$ cat src/hw_monitor_pkg.sv
// Shared constants and carrier types for the hardware-monitor register bank.
package hw_monitor_pkg;

  localparam logic [6:0] SCRATCH_LAST  = 7'h1f;
  localparam logic [6:0] VALUE_LO_BASE = 7'h20;
  localparam logic [6:0] VALUE_LO_LAST = 7'h3f;
  localparam logic [6:0] VALUE_HI_BASE = 7'h60;
  localparam logic [6:0] VALUE_HI_LAST = 7'h7f;

  localparam logic [6:0] IDX_CONFIG     = 7'h40;
  localparam logic [6:0] IDX_STATUS_ONE = 7'h41;
  localparam logic [6:0] IDX_STATUS_TWO = 7'h42;
  localparam logic [6:0] IDX_MASK_ONE   = 7'h43;
  localparam logic [6:0] IDX_MASK_TWO   = 7'h44;
  localparam logic [6:0] IDX_CASE_CLEAR = 7'h45;
  localparam logic [6:0] IDX_FAN_DIV    = 7'h47;

  localparam logic [7:0] CONFIG_RESET  = 8'h08;
  localparam logic [7:0] STATUS_RESET  = 8'h00;
  localparam logic [7:0] MASK_RESET    = 8'h00;
  localparam logic [3:0] FAN_DIV_RESET = 4'h5;
  localparam logic [6:0] POINTER_RESET = 7'h00;

  localparam int CFG_SOFT_RESET = 7;
  localparam int CFG_HALT       = 3;
  localparam int CFG_IRQ_ENABLE = 1;
  localparam int CFG_START      = 0;
  localparam int CASE_CLEAR_BIT = 7;
  localparam int MASK_TWO_WIDTH = 6;

  // Value RAM offsets relative to the base of the region.
  localparam logic [4:0] OFS_CORE     = 5'h00;
  localparam logic [4:0] OFS_3V3      = 5'h02;
  localparam logic [4:0] OFS_ANALOG_SUPPLY_INPUT     = 5'h03;
  localparam logic [4:0] OFS_POS12    = 5'h04;
  localparam logic [4:0] OFS_NEG12    = 5'h05;
  localparam logic [4:0] OFS_NEG5     = 5'h06;
  localparam logic [4:0] OFS_TEMP_ONE = 5'h07;
  localparam logic [4:0] OFS_FAN_ONE  = 5'h08;
  localparam logic [4:0] OFS_FAN_TWO  = 5'h09;
  localparam logic [4:0] OFS_FAN_THREE = 5'h0a;

  // Host access strobes, all one-cycle pulses on CLK.
  typedef struct packed {
    logic       addr_wr;
    logic       addr_rd;
    logic       data_wr;
    logic       data_rd;
    logic [7:0] wdata;
  } host_req_s;

  // A finished conversion from the sensing logic.
  typedef struct packed {
    logic       valid;
    logic [4:0] offset;
    logic [7:0] value;
  } sample_s;

endpackage : hw_monitor_pkg

$ cat src/hw_monitor_register_bank.sv
// Indexed register bank of the hardware monitor with its limit checking.
`timescale 1ns/100ps
`default_nettype none

module hw_monitor_register_bank (
  input  wire logic                   CLK,
  input  wire logic                   RESET_N,
  input  wire logic                   CE,
  input  wire hw_monitor_pkg::host_req_s HOST,
  output var  logic [7:0]             HOST_RDATA,
  input  wire hw_monitor_pkg::sample_s SAMPLE,
  input  wire logic                   TEMP_TWO_HIGH,
  input  wire logic                   CASE_OPEN_N,
  output var  logic                   SYS_MGMT_IRQ_N,
  output var  logic                   MONITOR_RUN,
  output var  logic [1:0]             FAN_ONE_DIV,
  output var  logic [1:0]             FAN_TWO_DIV
);

  typedef struct packed {
    logic [63:0][7:0]                          ram;
    logic [6:0]                                pointer;
    logic                                      busy;
    logic [7:0]                                config_reg;
    logic [7:0]                                status_one;
    logic [7:0]                                status_two;
    logic [7:0]                                mask_one;
    logic [hw_monitor_pkg::MASK_TWO_WIDTH-1:0] mask_two;
    logic [3:0]                                fan_div;
    logic [7:0]                                rdata;
    logic                                      irq_n;
    logic                                      run;
    logic                                      case_meta;
    logic                                      case_sync;
  } state_s;

  state_s state;
  state_s next_state;

  // Maps a pointer in either RAM region onto the shared array.
  function automatic logic [5:0] ram_slot(input logic [6:0] idx);
    ram_slot = {(idx[6:5] != 2'b00), idx[4:0]};
  endfunction : ram_slot

  function automatic logic in_ram(input logic [6:0] idx);
    in_ram = (idx <= hw_monitor_pkg::VALUE_LO_LAST) || (idx >= hw_monitor_pkg::VALUE_HI_BASE);
  endfunction : in_ram

  always_comb
  begin
    logic [6:0]  ptr;
    logic [5:0]  hi_slot;
    logic [5:0]  lo_slot;
    logic        check_hi;
    logic        check_lo;
    logic [15:0] flag;
    logic [15:0] new_flags;
    logic        out_of_window;
    logic        monitoring;
    logic        pending;
    ptr           = state.pointer;
    hi_slot       = 6'h00;
    lo_slot       = 6'h00;
    check_hi      = 1'b0;
    check_lo      = 1'b0;
    flag          = 16'h0000;
    new_flags     = 16'h0000;
    out_of_window = 1'b0;
    monitoring    = state.config_reg[hw_monitor_pkg::CFG_START] &&
                    !state.config_reg[hw_monitor_pkg::CFG_HALT];
    pending       = |(state.status_one & ~state.mask_one) |
      |(state.status_two[hw_monitor_pkg::MASK_TWO_WIDTH-1:0] & ~state.mask_two);
    next_state    = state;

    // The case input comes from a pin, so it is synchronised first.
    next_state.case_meta = CASE_OPEN_N;
    next_state.case_sync = state.case_meta;

    next_state.run = monitoring;

    // Each reading except fan three has its limits and its status bit; flag is {status_two, status_one}.
    case (SAMPLE.offset)
      hw_monitor_pkg::OFS_CORE:
      begin
        hi_slot  = 6'h2b;
        lo_slot  = 6'h2c;
        check_hi = 1'b1;
        check_lo = 1'b1;
        flag     = 16'h0001;
      end
      hw_monitor_pkg::OFS_3V3:
      begin
        hi_slot  = 6'h2f;
        lo_slot  = 6'h30;
        check_hi = 1'b1;
        check_lo = 1'b1;
        flag     = 16'h0004;
      end
      hw_monitor_pkg::OFS_ANALOG_SUPPLY_INPUT:
      begin
        hi_slot  = 6'h31;
        lo_slot  = 6'h32;
        check_hi = 1'b1;
        check_lo = 1'b1;
        flag     = 16'h0008;
      end
      hw_monitor_pkg::OFS_POS12:
      begin
        hi_slot  = 6'h33;
        lo_slot  = 6'h34;
        check_hi = 1'b1;
        check_lo = 1'b1;
        flag     = 16'h0100;
      end
      hw_monitor_pkg::OFS_NEG12:
      begin
        hi_slot  = 6'h35;
        lo_slot  = 6'h36;
        check_hi = 1'b1;
        check_lo = 1'b1;
        flag     = 16'h0200;
      end
      hw_monitor_pkg::OFS_NEG5:
      begin
        hi_slot  = 6'h37;
        lo_slot  = 6'h38;
        check_hi = 1'b1;
        check_lo = 1'b1;
        flag     = 16'h0400;
      end
      hw_monitor_pkg::OFS_TEMP_ONE:
      begin
        hi_slot  = 6'h39;
        check_hi = 1'b1;
        flag     = 16'h0010;
      end
      hw_monitor_pkg::OFS_FAN_ONE:
      begin
        hi_slot  = 6'h3b;
        check_hi = 1'b1;
        flag     = 16'h0040;
      end
      hw_monitor_pkg::OFS_FAN_TWO:
      begin
        hi_slot  = 6'h3c;
        check_hi = 1'b1;
        flag     = 16'h0080;
      end
      default:
      begin
        check_hi = 1'b0;
      end
    endcase

    // Limits sit in the upper half of the slot array; the RAM holds them at 20h plus offset.
    out_of_window = (check_hi && (SAMPLE.value > state.ram[{1'b1, hi_slot[4:0]}])) ||
                    (check_lo && (SAMPLE.value < state.ram[{1'b1, lo_slot[4:0]}]));

    if (SAMPLE.valid && monitoring)
    begin
      // Fan counts are stored as delivered: clock counts per revolution.
      next_state.ram[{1'b1, SAMPLE.offset}] = SAMPLE.value;
      if (out_of_window)
      begin
        new_flags = flag;
      end
    end
    if (TEMP_TWO_HIGH && monitoring)
    begin
      new_flags[5] = 1'b1;
    end
    if (!state.case_sync)
    begin
      new_flags[12] = 1'b1;
    end

    // Host access: a status read clears it, yet a same-cycle event wins as sets merge last.
    if (HOST.addr_wr)
    begin
      next_state.pointer = HOST.wdata[6:0];
      next_state.busy    = 1'b1;
    end
    else if (HOST.addr_rd)
    begin
      next_state.rdata = {state.busy, state.pointer};
    end
    else if (HOST.data_wr || HOST.data_rd)
    begin
      next_state.busy = 1'b0;
      if (HOST.data_rd && !HOST.data_wr)
      begin
        if (in_ram(ptr))
        begin
          next_state.rdata = state.ram[ram_slot(ptr)];
        end
        else
        begin
          case (ptr)
            hw_monitor_pkg::IDX_CONFIG:
            begin
              next_state.rdata = state.config_reg;
            end
            hw_monitor_pkg::IDX_STATUS_ONE:
            begin
              next_state.rdata      = state.status_one;
              next_state.status_one = 8'h00;
            end
            hw_monitor_pkg::IDX_STATUS_TWO:
            begin
              next_state.rdata      = state.status_two;
              next_state.status_two = 8'h00;
            end
            hw_monitor_pkg::IDX_MASK_ONE:
            begin
              next_state.rdata = state.mask_one;
            end
            hw_monitor_pkg::IDX_MASK_TWO:
            begin
              next_state.rdata = {2'b00, state.mask_two};
            end
            hw_monitor_pkg::IDX_FAN_DIV:
            begin
              next_state.rdata = {state.fan_div, 4'h0};
            end
            default:
            begin
              next_state.rdata = 8'h00;
            end
          endcase
        end
      end
      else
      begin
        if (in_ram(ptr))
        begin
          next_state.ram[ram_slot(ptr)] = HOST.wdata;
        end
        else
        begin
          case (ptr)
            hw_monitor_pkg::IDX_CONFIG:
            begin
              next_state.config_reg = {1'b0, 3'b000, HOST.wdata[3], 1'b0, HOST.wdata[1:0]};
            end
            hw_monitor_pkg::IDX_MASK_ONE:
            begin
              next_state.mask_one = HOST.wdata;
            end
            hw_monitor_pkg::IDX_MASK_TWO:
            begin
              next_state.mask_two = HOST.wdata[hw_monitor_pkg::MASK_TWO_WIDTH-1:0];
            end
            hw_monitor_pkg::IDX_CASE_CLEAR:
            begin
              if (HOST.wdata[hw_monitor_pkg::CASE_CLEAR_BIT])
              begin
                next_state.status_two[4] = 1'b0;
              end
            end
            hw_monitor_pkg::IDX_FAN_DIV:
            begin
              next_state.fan_div = HOST.wdata[7:4];
            end
            default:
            begin
              next_state.rdata = state.rdata;
            end
          endcase
        end
      end

      // Pointer advance after a data-port access below 1Fh, in 60h to 7Eh, or at 41h or 43h.
      if (ptr < hw_monitor_pkg::SCRATCH_LAST)
      begin
        next_state.pointer = ptr + 7'h01;
      end
      else if (ptr >= hw_monitor_pkg::VALUE_HI_BASE && ptr < hw_monitor_pkg::VALUE_HI_LAST)
      begin
        next_state.pointer = ptr + 7'h01;
      end
      else if (ptr == hw_monitor_pkg::IDX_STATUS_ONE || ptr == hw_monitor_pkg::IDX_MASK_ONE)
      begin
        next_state.pointer = ptr + 7'h01;
      end
    end

    next_state.status_one = next_state.status_one | new_flags[7:0] & 8'hfd;
    next_state.status_two = next_state.status_two | new_flags[15:8];

    // Until halt is set, the output stays low while unmasked status pends, even with enable cleared.
    if (state.config_reg[hw_monitor_pkg::CFG_HALT] || !pending)
    begin
      next_state.irq_n = 1'b1;
    end
    else if (state.config_reg[hw_monitor_pkg::CFG_IRQ_ENABLE])
    begin
      next_state.irq_n = 1'b0;
    end
    else
    begin
      next_state.irq_n = state.irq_n;
    end

    // Soft reset restores registers but keeps RAM contents and the host's pointer.
    if (HOST.data_wr && !HOST.addr_wr && !HOST.addr_rd && ptr == hw_monitor_pkg::IDX_CONFIG &&
        HOST.wdata[hw_monitor_pkg::CFG_SOFT_RESET])
    begin
      next_state.config_reg = hw_monitor_pkg::CONFIG_RESET;
      next_state.status_one = hw_monitor_pkg::STATUS_RESET;
      next_state.status_two = hw_monitor_pkg::STATUS_RESET;
      next_state.mask_one   = hw_monitor_pkg::MASK_RESET;
      next_state.mask_two   = '0;
      next_state.fan_div    = hw_monitor_pkg::FAN_DIV_RESET;
      next_state.irq_n      = 1'b1;
    end
  end

  always_ff @(posedge CLK or negedge RESET_N)
  begin
    if (!RESET_N)
    begin
      state            <= '0;
      state.pointer    <= hw_monitor_pkg::POINTER_RESET;
      state.config_reg <= hw_monitor_pkg::CONFIG_RESET;
      state.status_one <= hw_monitor_pkg::STATUS_RESET;
      state.status_two <= hw_monitor_pkg::STATUS_RESET;
      state.mask_one   <= hw_monitor_pkg::MASK_RESET;
      state.fan_div    <= hw_monitor_pkg::FAN_DIV_RESET;
      state.irq_n      <= 1'b1;
      state.case_meta  <= 1'b1;
      state.case_sync  <= 1'b1;
    end
    else if (CE)
    begin
      state <= next_state;
    end
  end

  assign HOST_RDATA     = state.rdata;
  assign SYS_MGMT_IRQ_N = state.irq_n;
  assign MONITOR_RUN    = state.run;
  assign FAN_ONE_DIV    = state.fan_div[1:0];
  assign FAN_TWO_DIV    = state.fan_div[3:2];
endmodule : hw_monitor_register_bank
`default_nettype wire

$ cat config.mk
export PLATFORM = sky130hd
export DESIGN_NAME = hw_monitor_register_bank
export DESIGN_NICKNAME = d
export VERILOG_FILES = /design/src/hw_monitor_pkg.sv /design/src/hw_monitor_register_bank.sv
export SDC_FILE = /design/constraint.sdc
export NUM_CORES = 2
export LEC_CHECK = 0
export ABC_CLOCK_PERIOD_IN_PS = 5700
export BUFFER_PORTS_ARGS = -buffer_cell sky130_fd_sc_hd__buf_2
export CELL_PAD_IN_SITES_DETAIL_PLACEMENT = 0
export CELL_PAD_IN_SITES_GLOBAL_PLACEMENT = 1
export CORE_MARGIN = 5
export CORE_UTILIZATION = 54
export CTS_CLUSTER_SIZE = 30
export DETAILED_ROUTE_END_ITERATION = 10
export GPL_ROUTABILITY_DRIVEN = 0
export HOLD_SLACK_MARGIN = 0.1
export MAX_ROUTING_LAYER = met4
export PLACE_DENSITY_LB_ADDON = 0.05
export SYNTH_ARGS = -nofsm -noshare
export SYNTH_HDL_FRONTEND = slang
export SYNTH_SLANG_ARGS = --single-unit
export TNS_END_PERCENT = 1
$ cat constraint.sdc
create_clock -name CLK -period 5.7 [get_ports CLK]
set_input_delay 0 -clock CLK [delete_from_list [all_inputs] [get_ports CLK]]
set_output_delay 0 -clock CLK [all_outputs]
set_load 0.03 [all_outputs]
==> results.txt <==
Outcome = finished, final reports clean
Slack of the worst reg-to-reg path = 1400 ps
Clock latency at the later pin of the worst-skew pair = 660 ps
Number of slew-limit violations in the final report = 0
Via count of the first global-routing pass = 27900
Min-Delay Endpoint = HOST_RDATA[2]
Clk sink count = 564
Maximum number of buffers from clock root to sink = 3
Crit path max fanout = 23
Clock root buffer = sky130_fd_sc_hd__clkbuf_16
Minimum clock period after layout = 4300 ps
Post-DR wirelength/cell = 31.7 µm
Pin count of the biggest net entering global routing = 167
Placed wire-length estimate = 82.6 mm
Area of the core = 56400 µm²
Endpoint class of the critical path = flip-flop
Total non-filler cell area in the finished layout = 33500 µm²
Cell with the most instances on the worst path = sky130_fd_sc_hd__a21oi_1
CP Data Required Time = 6290 ps
Initial antenna violation count = 1
Amount of wire on met3 after detailed routing = 18.5 mm
Mean area per synthesized cell = 9.15 µm²
Final Hold Viols = 0
Areal power density over the cells = 329 nW/µm²
Post-CTS Hold Fix Bufs = 29
Port Buffers = 44
Kind of cell adding the most delay to the critical path = simple AND/OR/NAND/NOR gates
Synth area leaders = sky130_fd_sc_hd__dfrtp_1, sky130_fd_sc_hd__o21ai_0, sky130_fd_sc_hd__nand2_1
Clock input transition at the sequential cells of the worst setup and hold paths = 60 ps
Setup-violating endpoint count in the final report = 0
Met2 wire length = 53.4 mm
Synthesized netlist cell count = 3355
Via density = 7.30
Slowest-stage cell, CP = sky130_fd_sc_hd__dfrtp_1
Area of the mapped netlist = 30700 µm²
Most frequent cells in the layout = sky130_fd_sc_hd__dfrtp_1, sky130_fd_sc_hd__nand2_1, sky130_fd_sc_hd__o21ai_0
Register-to-Register Path Depth = 7
TritonCTS Buffers = 61
All-layer global routing usage = 41.3%
CTS tree = done
Number of rows created at floorplan = 87
# resized after CTS = 0
Share of synthesized registers carrying an async set or reset = 100%
Number of violations reported at the end of detailed-routing iteration 0 = 4523
Sequential fraction of the synthesis area = 46.0%
Top routing layer in use = met4
Fin crit share = 75.5%
Proportion of power drawn by flip-flops and latches = 41.7%
Number of fill cells = 4935
Aggregate negative setup slack = 0 ps
Peak supply drop = 0.000318 V
Internal power = 7.33 mW
Final wirelength = 129 mm
Number of enable flip-flop cells after synthesis = 0
Leading cell type in the layout, fill and taps excluded = sky130_fd_sc_hd__dfrtp_1
H-Tree Level Count = 2
FF+latch count, synth = 564
First drt pass iteration count = 9
Number of top-level pins = 45
Source of the worst register-to-register timing path = state[58]
Wire length of the first global-routing pass = 189 mm
Layout Area Growth over Synthesis = 9.15%
Antenna-violating nets left = 0
Die Ht = 248 µm
Highest clock frequency the design can meet = 0.232 GHz
Power consumption = 11.0 mW
Worst-case headroom to the max-slew limit = 11.3%
Slew of the pin with the lowest slew margin = 1310 ps
Cell area after placement = 31100 µm²
Initial Utilization = 54.5%
Vias = 29600
DRC Markers = 0
Layout cells sized above 1 = 13.0%
Die Wd = 248 µm
Static leakage = 13.8 nW
Number of nets produced by synthesis = 3405
Min-Delay Startpoint = HOST[9]
Clock network fraction of total power = 37.5%
CP bufs+invs = 2
Primary FF master, synth = sky130_fd_sc_hd__dfrtp_1
Maximum capacitance violations = 0
Worst hold path type = input port to flip-flop
Total area of multi-input combinational cells = 15200 µm²
Crit path largest cell delay = 1030 ps
Routed metal-1 wire length = 46.8 mm
Setup crit start kind = flip-flop
Clk_skew = 27.0 ps
Post-synth top area cell = sky130_fd_sc_hd__dfrtp_1
Combinational cell fraction of total power = 20.8%
Share of the synthesized area in the top cell type = 45.5%
Number of cells traversed by the worst hold path = 6
Post-CTS repair timing setup buffer count = 0
Fraction of power spent switching nets = 33.5%
Arrival time at the worst endpoint = 4900 ps
Capture point of the worst reg-to-reg path = state[435]
Count of yosys warnings during synthesis = 0
Cell-by-cell trace of the critical path = inv_2 -> nor3_2 -> nand3_2 -> a21oi_1 -> nor2_1 -> a21oi_1 -> dlygate4sd3_1
Total Die Area = 61700 µm²
Unrepaired setup endpoints after global routing = false
Count of cell types in the netlist = 89
P_sw = 3.70 mW
Crit Path Category = flip-flop to flip-flop
Total Nets Final = 3302
Area taken by flip-flops and latches = 14100 µm²
Total congestion overflow = 0
-- sequential cells by signal, indices dropped and copies added (netlist names) --
name / cells
FAN_ONE_DIV: 2
FAN_TWO_DIV: 2
MONITOR_RUN: 1
SYS_MGMT_IRQ_N: 1
HOST_RDATA: 8
next_state: 1
state: 549
-- worst max path at each step --
stage	from	to	slack (ps)	depth (start not counted)
2_1_floorplan	SAMPLE[11]	state[38]	2380	16
3_3_place_gp	SAMPLE[8]	state[38]	1110	14
3_5_place_dp	SAMPLE[8]	state[38]	1000	14
4_1_cts	SAMPLE[8]	state[38]	1660	14
5_1_grt	SAMPLE[8]	state[38]	1250	14
6_report	state[58]	state[435]	1400	7
-- synthesized netlist by cell type (5+ instances only) --
master,n
sky130_fd_sc_hd__dfrtp_1,558
sky130_fd_sc_hd__ha_1,19
sky130_fd_sc_hd__a22o_1,14
sky130_fd_sc_hd__and3_1,10
sky130_fd_sc_hd__nor3_2,13
sky130_fd_sc_hd__a22oi_1,125
sky130_fd_sc_hd__a211oi_1,10
sky130_fd_sc_hd__o32ai_1,6
sky130_fd_sc_hd__a2bb2oi_1,21
sky130_fd_sc_hd__a2111oi_0,5
sky130_fd_sc_hd__a31oi_1,7
sky130_fd_sc_hd__nor2_1,207
sky130_fd_sc_hd__mux2_2,76
sky130_fd_sc_hd__o21a_1,10
sky130_fd_sc_hd__a21o_1,11
sky130_fd_sc_hd__nand2_1,533
sky130_fd_sc_hd__nor2_2,15
sky130_fd_sc_hd__buf_1,12
sky130_fd_sc_hd__mux4_2,65
sky130_fd_sc_hd__o22ai_1,279
sky130_fd_sc_hd__nor3_1,27
sky130_fd_sc_hd__buf_2,59
sky130_fd_sc_hd__clkbuf_1,202
sky130_fd_sc_hd__or3_1,7
sky130_fd_sc_hd__or2_2,13
sky130_fd_sc_hd__nor2b_1,11
sky130_fd_sc_hd__a21oi_1,179
sky130_fd_sc_hd__and2_1,11
sky130_fd_sc_hd__o31ai_1,7
sky130_fd_sc_hd__o211ai_1,13
sky130_fd_sc_hd__o21ai_0,438
sky130_fd_sc_hd__dfstp_2,6
sky130_fd_sc_hd__mux2i_1,30
sky130_fd_sc_hd__a221oi_1,14
sky130_fd_sc_hd__o221ai_1,79
sky130_fd_sc_hd__inv_1,32
sky130_fd_sc_hd__nand2b_1,22
sky130_fd_sc_hd__buf_4,27
sky130_fd_sc_hd__o21ai_1,33
sky130_fd_sc_hd__nand3_1,56
-- metal layers --
| layer | up-vias | global-route usage (%) |
|---|---|---|
| met1 | 14400 | 53.1 |
| met3 | 650 | 14.0 |
| met4 | 0 | 24.6 |
| met5 | - | - |
| li1 | 12200 | - |
| met2 | 2381 | 56.6 |
-- final cells by class --
type / instances / area share [%]
inverter: 35 / 0.396
antenna: 3 / 0.0224
tap: 756 / 2.82
sequential: 564 / 42.2
clock inverter: 18 / 0.646
timing repair buffer: 136 / 3.12
clock buffer: 96 / 5.63
multi-input combinational: 2454 / 45.2
-- power by group through the flow --
stage          Combinational, mW  Sequential, mW  Clock [mW]
2_1_floorplan               1.43            4.40           0
3_3_place_gp                2.13            4.64           0
3_5_place_dp                2.16            4.63           0
4_1_cts                     2.18            4.56        4.17
5_1_grt                     2.36            4.59        4.32
6_report                    2.29            4.60        4.14
-- stage by stage --
step                      worst slack (ps)  util [%]  hold WS [ps]  std cells
after global routing                  1250      59.4           153       4060
after detailed placement              1000      55.2           171       3916
after floorplan                       2380         -          -296       3355
final                                 1400      59.5           151       4062
after CTS                             1660      59.4           109       4059
after global placement                1110      55.2           165       3916
-- worst min-delay path, delay by kind of cell --
kind	cells	cell delay (ps)
AO/OA/AOI/OAI	2	230
buffers and inverters	2	330
AND/OR/NAND/NOR	2	190
-- kinds of logic after synthesis --
group / Yosys count / synth area share (%)
buf+inv: 337 / 4.74
compound gates: 1298 / 26.1
xor+xnor: 3 / 0.110
mux: 171 / 8.53
fa+ha+maj: 19 / 0.774
flops: 564 / 46.0
simple gates: 963 / 13.7
No activity file was read; power rests on OpenSTA's default activity.
